File: config.mk
export PLATFORM = sky130hd
export DESIGN_NAME = wdu_top
export DESIGN_NICKNAME = d
export VERILOG_FILES = /design/src/verilog/wdu_pkg.sv /design/src/verilog/wdu_timer.sv /design/src/verilog/wdu_top.sv
export SDC_FILE = /design/constraint.sdc
export NUM_CORES = 1
export LEC_CHECK = 0
export BUFFER_PORTS_ARGS = -buffer_cell sky130_fd_sc_hd__buf_2
export CORE_ASPECT_RATIO = 0.7
export CORE_UTILIZATION = 46
export DETAILED_ROUTE_END_ITERATION = 16
export PLACE_DENSITY_LB_ADDON = 0.1
export SYNTH_ARGS = -nofsm -noshare
export SYNTH_HDL_FRONTEND = slang
export SYNTH_SLANG_ARGS = --single-unit
File: constraint.sdc
create_clock -name pclk -period 2.7 [get_ports pclk]
set_clock_uncertainty 0.1 [all_clocks]
set_input_delay 0.27 -clock pclk [delete_from_list [all_inputs] [get_ports pclk]]
set_output_delay 0.27 -clock pclk [all_outputs]
set_load 0.005 [all_outputs]
File: src/verilog/wdu_pkg.sv
package wdu_pkg;

    // ------------------------------------------------------------------
    // timing
    // ------------------------------------------------------------------
    localparam int OSC_FREQ_HZ = 128000;
    localparam int PCLK_FREQ_HZ = 10000000;
    localparam int TIMEOUT_MIN_MS = 16;
    localparam int TIMEOUT_MAX_MS = 8000;
    // shortest period in oscillator cycles, the base that each code doubles
    localparam int TIMEOUT_BASE_CYC = OSC_FREQ_HZ * TIMEOUT_MIN_MS / 1000;
    localparam int CNT_W = 20;
    localparam int SPAN_W = CNT_W + 1;
    localparam logic [3:0] PRESC_MAX = 4'h9;
    localparam logic [3:0] PRESC_RST = 4'h0;
    localparam logic [3:0] PRESC_HALF_SEC = 4'h5;
    localparam logic [CNT_W-1:0] LIMIT_HALF_SEC = 20'h0ffff;
    localparam logic [CNT_W-1:0] LIMIT_MIN = 20'h007ff;
    localparam logic [CNT_W-1:0] LIMIT_MAX = 20'hfffff;
    // change window in pclk cycles after the opening write
    localparam logic [2:0] CHG_WINDOW_CYC = 3'h4;

    // ------------------------------------------------------------------
    // register map
    // ------------------------------------------------------------------
    localparam int ADDR_W = 12;
    localparam logic [ADDR_W-1:0] ADDR_CTRL = 12'h000;
    localparam logic [ADDR_W-1:0] ADDR_CAUSE = 12'h004;
    localparam int BIT_IRQ_FLAG = 7;
    localparam int BIT_IRQ_EN = 6;
    localparam int BIT_PRESC3 = 5;
    localparam int BIT_CHG_EN = 4;
    localparam int BIT_RST_EN = 3;
    localparam int BIT_WD_RST_FLAG = 3;

    typedef struct packed {
        logic irq_flag;
        logic irq_en;
        logic change_en;
        logic reset_en;
        logic [3:0] presc;
    } wdu_ctrl_t;

    function automatic wdu_ctrl_t wdu_unpack(input logic [7:0] b);
        wdu_ctrl_t c;
        c.irq_flag = b[BIT_IRQ_FLAG];
        c.irq_en = b[BIT_IRQ_EN];
        c.change_en = b[BIT_CHG_EN];
        c.reset_en = b[BIT_RST_EN];
        c.presc = {b[BIT_PRESC3], b[2:0]};
        return c;
    endfunction : wdu_unpack

    function automatic logic [7:0] wdu_pack(input wdu_ctrl_t c);
        logic [7:0] b;
        b = 8'h00;
        b[BIT_IRQ_FLAG] = c.irq_flag;
        b[BIT_IRQ_EN] = c.irq_en;
        b[BIT_CHG_EN] = c.change_en;
        b[BIT_RST_EN] = c.reset_en;
        b[BIT_PRESC3] = c.presc[3];
        b[2:0] = c.presc[2:0];
        return b;
    endfunction : wdu_pack

endpackage : wdu_pkg

File: src/verilog/wdu_timer.sv
`timescale 1ns/1ps
module wdu_timer (
    // clock and reset
    input wire logic pclk,
    input wire logic presetn,
    // control
    input wire logic tick,
    input wire logic run,
    input wire logic restart,
    input wire logic [3:0] presc,
    // result
    output logic expire_q
);

    logic [wdu_pkg::CNT_W-1:0] cnt_q;
    logic [3:0] sel;
    logic [wdu_pkg::SPAN_W-1:0] span;
    logic [wdu_pkg::SPAN_W-1:0] span_m1;
    logic [wdu_pkg::CNT_W-1:0] limit;
    logic hit;

    // ------------------------------------------------------------------
    // time-out selection
    // ------------------------------------------------------------------
    // reserved codes run at the longest period rather than something shorter
    assign sel = (presc > wdu_pkg::PRESC_MAX) ? wdu_pkg::PRESC_MAX : presc;
    assign span = wdu_pkg::SPAN_W'(wdu_pkg::TIMEOUT_BASE_CYC) << sel;
    assign span_m1 = span - wdu_pkg::SPAN_W'(1);
    assign limit = span_m1[wdu_pkg::CNT_W-1:0];
    // >= so that moving to a shorter period expires at once, never wraps
    assign hit = tick && (cnt_q >= limit);

    // ------------------------------------------------------------------
    // counter
    // ------------------------------------------------------------------
    always_ff @(posedge pclk or negedge presetn) begin
        if (!presetn) begin
            cnt_q <= '0;
        end else if (!run || restart) begin
            cnt_q <= '0;
        end else if (hit) begin
            cnt_q <= '0;
        end else if (tick) begin
            cnt_q <= cnt_q + wdu_pkg::CNT_W'(1);
        end
    end

    always_ff @(posedge pclk or negedge presetn) begin
        if (!presetn) begin
            expire_q <= 1'b0;
        end else begin
            expire_q <= run && !restart && hit;
        end
    end
endmodule : wdu_timer

File: src/verilog/wdu_top.sv
// What this block does
// - counter advances on ticks of the separate slow oscillator, not the bus clock
// - on reaching the selected limit, give interrupt or system reset by mode
// - restart instruction returns counter to zero; software restarts before limit
// - interrupt-only mode raises the time-out interrupt, usable as sleep wake-up
// - reset-only mode pulses the system reset on expiry
// - combined mode: first expiry interrupts, a later unserviced one resets
// - always-on fuse forces reset enable to one and interrupt enable to zero
// - clearing reset enable or changing prescale only through the timed sequence
// - the new settings write is taken only within four cycles of opening
// - time-out selectable from about 16 ms up to about 8 s
// - watchdog stays enabled after the reset it caused
// - prescale code 0101 selects 64K oscillator cycles, about half a second
// - while the watchdog reset flag is set, reset enable reads and stays one
// - time-out in interrupt mode sets flag; vector or write of one clears
// - in combined mode the vector clears interrupt enable and flag together
`timescale 1ns/1ps
module wdu_top (
    // clock and reset
    input wire logic pclk,
    input wire logic presetn,
    // apb slave
    input wire logic psel,
    input wire logic penable,
    input wire logic pwrite,
    input wire logic [wdu_pkg::ADDR_W-1:0] paddr,
    input wire logic [31:0] pwdata,
    input wire logic [3:0] pstrb,
    output logic [31:0] prdata,
    output logic pready,
    output logic pslverr,
    // core side
    input wire logic restart_i,
    input wire logic irq_ack_i,
    // pins and fuse
    input wire logic osc_clk_i,
    input wire logic always_on_fuse_i,
    // results
    output logic timeout_irq_o,
    output logic sys_reset_o
);

    // ------------------------------------------------------------------
    // input synchronisers
    // ------------------------------------------------------------------
    logic osc_s1_q;
    logic osc_s2_q;
    logic osc_s3_q;
    logic fuse_s1_q;
    logic fuse_q;
    logic osc_tick;

    always_ff @(posedge pclk or negedge presetn) begin
        if (!presetn) begin
            osc_s1_q <= 1'b0;
            osc_s2_q <= 1'b0;
            osc_s3_q <= 1'b0;
        end else begin
            osc_s1_q <= osc_clk_i;
            osc_s2_q <= osc_s1_q;
            osc_s3_q <= osc_s2_q;
        end
    end

    // the fuse is static, but it is still a pin and must not reach logic raw
    always_ff @(posedge pclk or negedge presetn) begin
        if (!presetn) begin
            fuse_s1_q <= 1'b0;
            fuse_q <= 1'b0;
        end else begin
            fuse_s1_q <= always_on_fuse_i;
            fuse_q <= fuse_s1_q;
        end
    end

    // one tick per oscillator rising edge; needs pclk well above the oscillator
    assign osc_tick = osc_s2_q && !osc_s3_q;

    // ------------------------------------------------------------------
    // apb access
    // ------------------------------------------------------------------
    logic access;
    logic wr_ctrl;
    logic wr_cause;
    logic mapped;
    wdu_pkg::wdu_ctrl_t wdat;
    wdu_pkg::wdu_ctrl_t ctrl_rd;
    logic [2:0] win_q;
    logic win_open;
    logic open_seq;
    logic accept_seq;
    logic reset_en_q;
    logic irq_en_q;
    logic irq_flag_q;
    logic [3:0] presc_q;
    logic wd_rst_flag_q;
    logic expire;

    // one wait state: data is registered, then pready rises
    assign access = psel && penable && pready;
    assign mapped = (paddr == wdu_pkg::ADDR_CTRL) || (paddr == wdu_pkg::ADDR_CAUSE);
    assign wr_ctrl = access && pwrite && pstrb[0] && (paddr == wdu_pkg::ADDR_CTRL);
    assign wr_cause = access && pwrite && pstrb[0] && (paddr == wdu_pkg::ADDR_CAUSE);
    assign wdat = wdu_pkg::wdu_unpack(pwdata[7:0]);
    assign win_open = (win_q != 3'h0);
    assign open_seq = wr_ctrl && wdat.change_en && wdat.reset_en;
    assign accept_seq = wr_ctrl && win_open && !wdat.change_en;

    always_comb begin
        ctrl_rd.irq_flag = irq_flag_q;
        ctrl_rd.irq_en = irq_en_q;
        ctrl_rd.change_en = win_open;
        ctrl_rd.reset_en = reset_en_q;
        ctrl_rd.presc = presc_q;
    end

    always_ff @(posedge pclk or negedge presetn) begin
        if (!presetn) begin
            pready <= 1'b0;
            prdata <= 32'h0000_0000;
            pslverr <= 1'b0;
        end else if (psel && penable && !pready) begin
            pready <= 1'b1;
            pslverr <= !mapped;
            if (pwrite || !mapped) begin
                prdata <= 32'h0000_0000;
            end else if (paddr == wdu_pkg::ADDR_CTRL) begin
                prdata <= {24'h00_0000, wdu_pkg::wdu_pack(ctrl_rd)};
            end else begin
                prdata <= 32'(wd_rst_flag_q) << wdu_pkg::BIT_WD_RST_FLAG;
            end
        end else begin
            pready <= 1'b0;
            pslverr <= 1'b0;
        end
    end

    // ------------------------------------------------------------------
    // timed change window
    // ------------------------------------------------------------------
    // hardware drops change enable by itself once the window has run out
    always_ff @(posedge pclk or negedge presetn) begin
        if (!presetn) begin
            win_q <= 3'h0;
        end else if (open_seq) begin
            win_q <= wdu_pkg::CHG_WINDOW_CYC;
        end else if (accept_seq) begin
            win_q <= 3'h0;
        end else if (win_open) begin
            win_q <= win_q - 3'h1;
        end
    end

    // ------------------------------------------------------------------
    // control fields
    // ------------------------------------------------------------------
    logic irq_event;
    logic rst_event;

    // combined mode resets only if the earlier interrupt went unserviced
    always_comb begin
        irq_event = 1'b0;
        rst_event = 1'b0;
        if (expire) begin
            if (irq_en_q && !reset_en_q) begin
                irq_event = 1'b1;
            end else if (!irq_en_q && reset_en_q) begin
                rst_event = 1'b1;
            end else if (irq_en_q && reset_en_q) begin
                irq_event = !irq_flag_q;
                rst_event = irq_flag_q;
            end
        end
    end

    always_ff @(posedge pclk or negedge presetn) begin
        if (!presetn) begin
            reset_en_q <= 1'b0;
        end else if (fuse_q || wd_rst_flag_q || rst_event) begin
            reset_en_q <= 1'b1;
        end else if (accept_seq) begin
            reset_en_q <= wdat.reset_en;
        end else if (wr_ctrl && wdat.reset_en) begin
            reset_en_q <= 1'b1;
        end
    end

    always_ff @(posedge pclk or negedge presetn) begin
        if (!presetn) begin
            presc_q <= wdu_pkg::PRESC_RST;
        end else if (accept_seq) begin
            presc_q <= wdat.presc;
        end
    end

    always_ff @(posedge pclk or negedge presetn) begin
        if (!presetn) begin
            irq_en_q <= 1'b0;
        end else if (fuse_q) begin
            irq_en_q <= 1'b0;
        end else if (irq_ack_i && reset_en_q) begin
            irq_en_q <= 1'b0;
        end else if (wr_ctrl) begin
            irq_en_q <= wdat.irq_en;
        end
    end

    // a time-out in the same cycle as a clear keeps the flag set
    always_ff @(posedge pclk or negedge presetn) begin
        if (!presetn) begin
            irq_flag_q <= 1'b0;
        end else if (irq_event) begin
            irq_flag_q <= 1'b1;
        end else if (irq_ack_i || (wr_ctrl && wdat.irq_flag)) begin
            irq_flag_q <= 1'b0;
        end
    end

    // ------------------------------------------------------------------
    // reset cause and outputs
    // ------------------------------------------------------------------
    always_ff @(posedge pclk or negedge presetn) begin
        if (!presetn) begin
            wd_rst_flag_q <= 1'b0;
        end else if (rst_event) begin
            wd_rst_flag_q <= 1'b1;
        end else if (wr_cause && !pwdata[wdu_pkg::BIT_WD_RST_FLAG]) begin
            wd_rst_flag_q <= 1'b0;
        end
    end

    always_ff @(posedge pclk or negedge presetn) begin
        if (!presetn) begin
            sys_reset_o <= 1'b0;
            timeout_irq_o <= 1'b0;
        end else begin
            sys_reset_o <= rst_event;
            timeout_irq_o <= (irq_flag_q || irq_event) && irq_en_q;
        end
    end

    wdu_timer u_timer (
        .pclk(pclk),
        .presetn(presetn),
        .tick(osc_tick),
        .run(reset_en_q || irq_en_q),
        .restart(restart_i),
        .presc(presc_q),
        .expire_q(expire)
    );
endmodule : wdu_top

==> run_results.csv <==
group,metric,value,unit
place,preCtsSetupSlack,-0.0702,ns
detailed_routing,routed_via_density,5.05,
detailed_routing,drt_pass1_iterations,4,
logic_synthesis,yosysUniqueCellTypes,49,
logic_synthesis,synth_async_sr_flop_share,100,%
logic_synthesis,synthesis.area_per_instance,9.86,µm²
power_and_ir_drop,power_per_cell_area,432,nW/µm²
cts,clock_tree.buffer_depth,2,
cells_and_area,syn2layout_area_growth,18.9,%
setup_path,cp.required,2.79,ns
place,globalplace.congestion,0.818,
cts,number_of_buffers_created_by_cts,5,
cells_and_area,nFillCells,518,
min_path,holdCritPathClass,"input pin to flip-flop",
cts,cts.reportedPaths.clkPinSlew,0.09,ns
cts,cts_root_buf,"sky130_fd_sc_hd__clkbuf_8",
cts,tritoncts,"done",
floorplanning,die_area,6410,µm²
global_routing,antenna_found_initial,0,
logic_synthesis,ys_top_cells_by_area,"sky130_fd_sc_hd__dfrtp_1 (44%), sky130_fd_sc_hd__buf_4 (6.4%), sky130_fd_sc_hd__ha_1 (5.8%)",
timing,timing.final.setup_violations,8,
place,portBuffers,41,
floorplanning,core.rowCount,23,
cells_and_area,final_nets,416,
floorplanning,dieHeight,67.3,µm
setup_path,worst_ep_arrival_time,2.80,ns
global_routing,grt_overflow_total,0,
logic_synthesis,syn_inst,284,
logic_synthesis,post-synth-top-area-cell,"sky130_fd_sc_hd__dfrtp_1",
place,detailedPlacementHpwl,4150,µm
power_and_ir_drop,leakage,1.57,nW
logic_synthesis,ys_seq_area_share,43.8,%
detailed_routing,detail-route-antenna-nets,0,
timing,worst_hold_slack,0.0537,ns
setup_path,cp-start-kind,"flip-flop",
place,placed_cell_area,3160,µm²
floorplanning,die_w,95.2,µm
detailed_routing,post_drt_wl_per_cell,13.3,µm
logic_synthesis,dominant_register_cell_in_the_synthesized_netlist,"sky130_fd_sc_hd__dfrtp_1",
logic_synthesis,yosys.area.top_type_share,43.8,%
timing,report.final.slew_viol_count,0,
timing,grt_setup_unrepaired,"yes",
detailed_routing,dr_total_vias,2132,
cells_and_area,fin_util,57.5,%
timing,setup_slack,-0.00982,ns
place,place_inst,410,
timing,min_period,2.71,ns
global_routing,global_route.usage.total,18.7,%
cts,htree_levels,2,
cells_and_area,diodes,0,
floorplanning,io_pins,93,
global_routing,grt_pass1_wl,9030,µm
logic_synthesis,syn-cell-area,2800,µm²
run_status,status,"complete, but fails checks",
detailed_routing,initialDrtViolationCount,86,
logic_synthesis,postSynthRegisterBits,49,
floorplanning,fp.coreArea,5780,µm²
cts,clk-insertion-delay-late,0.31,ns
timing,period_share,100,%
cells_and_area,instances_no_fill,422,
cts,numClockSinks,49,
timing,slew_margin_rel,58.8,%
logic_synthesis,synth_common_cells,"sky130_fd_sc_hd__dfrtp_1 (49), sky130_fd_sc_hd__nor2_1 (28), sky130_fd_sc_hd__nand2_1 (25)",
logic_synthesis,synth.yosys.warnings,0,
logic_synthesis,synth-edff-count,0,
timing,fmaxAchievable,369,MHz
detailed_routing,wirelength,5610,µm
run,drv.max_cap_violation_count,0,
power_and_ir_drop,report.power.total,1.44,mW
timing,worst_pin_slew,0.619,ns
setup_path,worstSetupPathType,"flip-flop to flip-flop",
timing,hold_viol,0,
logic_synthesis,synthMostInstantiatedCell,"sky130_fd_sc_hd__dfrtp_1",
cells_and_area,postLayoutCellArea,3330,µm²
power_and_ir_drop,peakVddDrop,189,µV
setup_path,crit_path_max_fanout,11,
cells_and_area,post_route_cells_drive_above_1_share,27.7,%
global_routing,grt_pass1_vias,1916,
timing,setup-tns-final,-0.0345,ns
detailed_routing,detail_route.drc_violations,0,
floorplanning,starting_density_of_the_core,48.4,%
setup_path,crit_path_end_kind,"flip-flop",
global_routing,grt_max_degree,50,
run_status,violations,"negative setup slack",
cell families after synthesis:
family                     Yosys count  share of synthesized area (%)
buffers and inverters               44                           9.83
xor gates and xnor gates            15                           4.69
and+or+nand+nor                    107                           20.4
muxes                                7                           2.68
AOI/OAI and AO/OA                   48                           12.7
DFF                                 49                           43.8
adders and majority gates           13                           5.81
other                                1                          0.134
final cells by class:
| class | instances | area, µm² | share of cell area [%] |
|---|---|---|---|
| multi-input cells | 214 | 1460 | 43.9 |
| flip-flops and latches | 49 | 1230 | 36.8 |
| repair buffers | 64 | 405 | 12.2 |
| well taps | 75 | 93.8 | 2.82 |
| clock buffers | 6 | 82.6 | 2.48 |
| inverters | 12 | 45.0 | 1.35 |
| clock inverters | 2 | 13.8 | 0.414 |
critical path: stages, from the launching register on:
cell and delay [ns]:
sky130_fd_sc_hd__dfrtp_1 0.43, sky130_fd_sc_hd__nor2_2 0.14, sky130_fd_sc_hd__nand2_2 0.10, sky130_fd_sc_hd__ha_4 0.18, sky130_fd_sc_hd__nor3_1 0.13, sky130_fd_sc_hd__a21oi_1 0.06
sky130_fd_sc_hd__o21a_1 0.20, sky130_fd_sc_hd__ha_4 0.28, sky130_fd_sc_hd__nand2_2 0.07, sky130_fd_sc_hd__nor4_4 0.30, sky130_fd_sc_hd__a221oi_4 0.11, sky130_fd_sc_hd__buf_4 0.16
sky130_fd_sc_hd__o21ai_4 0.16, sky130_fd_sc_hd__buf_12 0.15, sky130_fd_sc_hd__a21oi_1 0.04
what timing repair did:
| item | in CTS | in global routing |
|---|---|---|
| setup buffers | 1 | 0 |
| endpoints found under the setup margin | 3 | 20 |
| hold buffers | 3 | 0 |
| gates resized for setup | 2 | 8 |
| endpoints found under the hold margin | 51 | 0 |
| pin swaps | 4 | 4 |
layer usage:
metal	up-vias	routed length [µm]	global-route usage [%]	share of wire [%]
met1	1007	2940	27.8	52
met5	-	0	0	0
met4	0	64	6.25	1.1
li1	1075	-	-	-
met3	7	206	4.05	3.7
met2	43	2390	26.6	43
state kept, by name (all words and copies together) (netlist names):
| name | flops |
|---|---|
| fuse_s1_q | 1 |
| win_q | 3 |
| sys_reset_o | 1 |
| osc_s3_q | 1 |
| irq_en_q | 1 |
| prdata | 8 |
| presc_q | 4 |
| fuse_q | 1 |
| irq_flag_q | 1 |
| u_timer.cnt_q | 20 |
| reset_en_q | 1 |
| u_timer.expire_q | 1 |
| timeout_irq_o | 1 |
| pready | 1 |
| pslverr | 1 |
| osc_s2_q | 1 |
| wd_rst_flag_q | 1 |
| osc_s1_q | 1 |
where the power goes:
part           internal [mW]  switching [mW]  total (mW)  leakage (nW)
combinational         0.0892           0.104       0.193         0.867
sequential             0.765          0.0185       0.784         0.654
clock                  0.208           0.251       0.459        0.0512
path summary, 6_finish.rpt:
check | startpoint | to | slack, ns | depth (start not counted)
worst min register to register | osc_s1_q | osc_s2_q | 0.25 | 0
max in group asynchronous | presetn | win_q[1] | 1.59 | 3
worst min-delay path | irq_ack_i | irq_en_q | 0.05 | 2
worst max register to register | presc_q[3] | u_timer.cnt_q[19] | -0.01 | 14
worst max-delay path | presc_q[3] | u_timer.cnt_q[19] | -0.01 | 14
min in group asynchronous | presetn | u_timer.cnt_q[5] | 0.49 | 3
cells in the final DEF, fill, tap and decap left out, types with 4 or more instances in the layout:
master                     synthesis  routed
sky130_fd_sc_hd__nor4_2            4       4
sky130_fd_sc_hd__a21oi_1          15      14
sky130_fd_sc_hd__xor2_1            4       4
sky130_fd_sc_hd__a22o_1            4       4
sky130_fd_sc_hd__mux2_1            4       4
sky130_fd_sc_hd__nand4_1           5       5
sky130_fd_sc_hd__nor3_1            8       8
sky130_fd_sc_hd__nand2_1          25      22
sky130_fd_sc_hd__and3_1            4       4
sky130_fd_sc_hd__buf_4            24      17
sky130_fd_sc_hd__buf_2             0      41
sky130_fd_sc_hd__nand3_1          11      10
sky130_fd_sc_hd__inv_1            12      12
sky130_fd_sc_hd__conb_1            1      24
sky130_fd_sc_hd__nor2_2            0       4
sky130_fd_sc_hd__dfrtp_1          49      49
sky130_fd_sc_hd__nand3b_1          4       4
sky130_fd_sc_hd__o21ai_0           8       6
sky130_fd_sc_hd__clkbuf_8          0       6
sky130_fd_sc_hd__ha_1             13      11
sky130_fd_sc_hd__xnor2_1          11      11
sky130_fd_sc_hd__nor2_1           28      23
No activity file was read; power rests on OpenSTA's default activity.
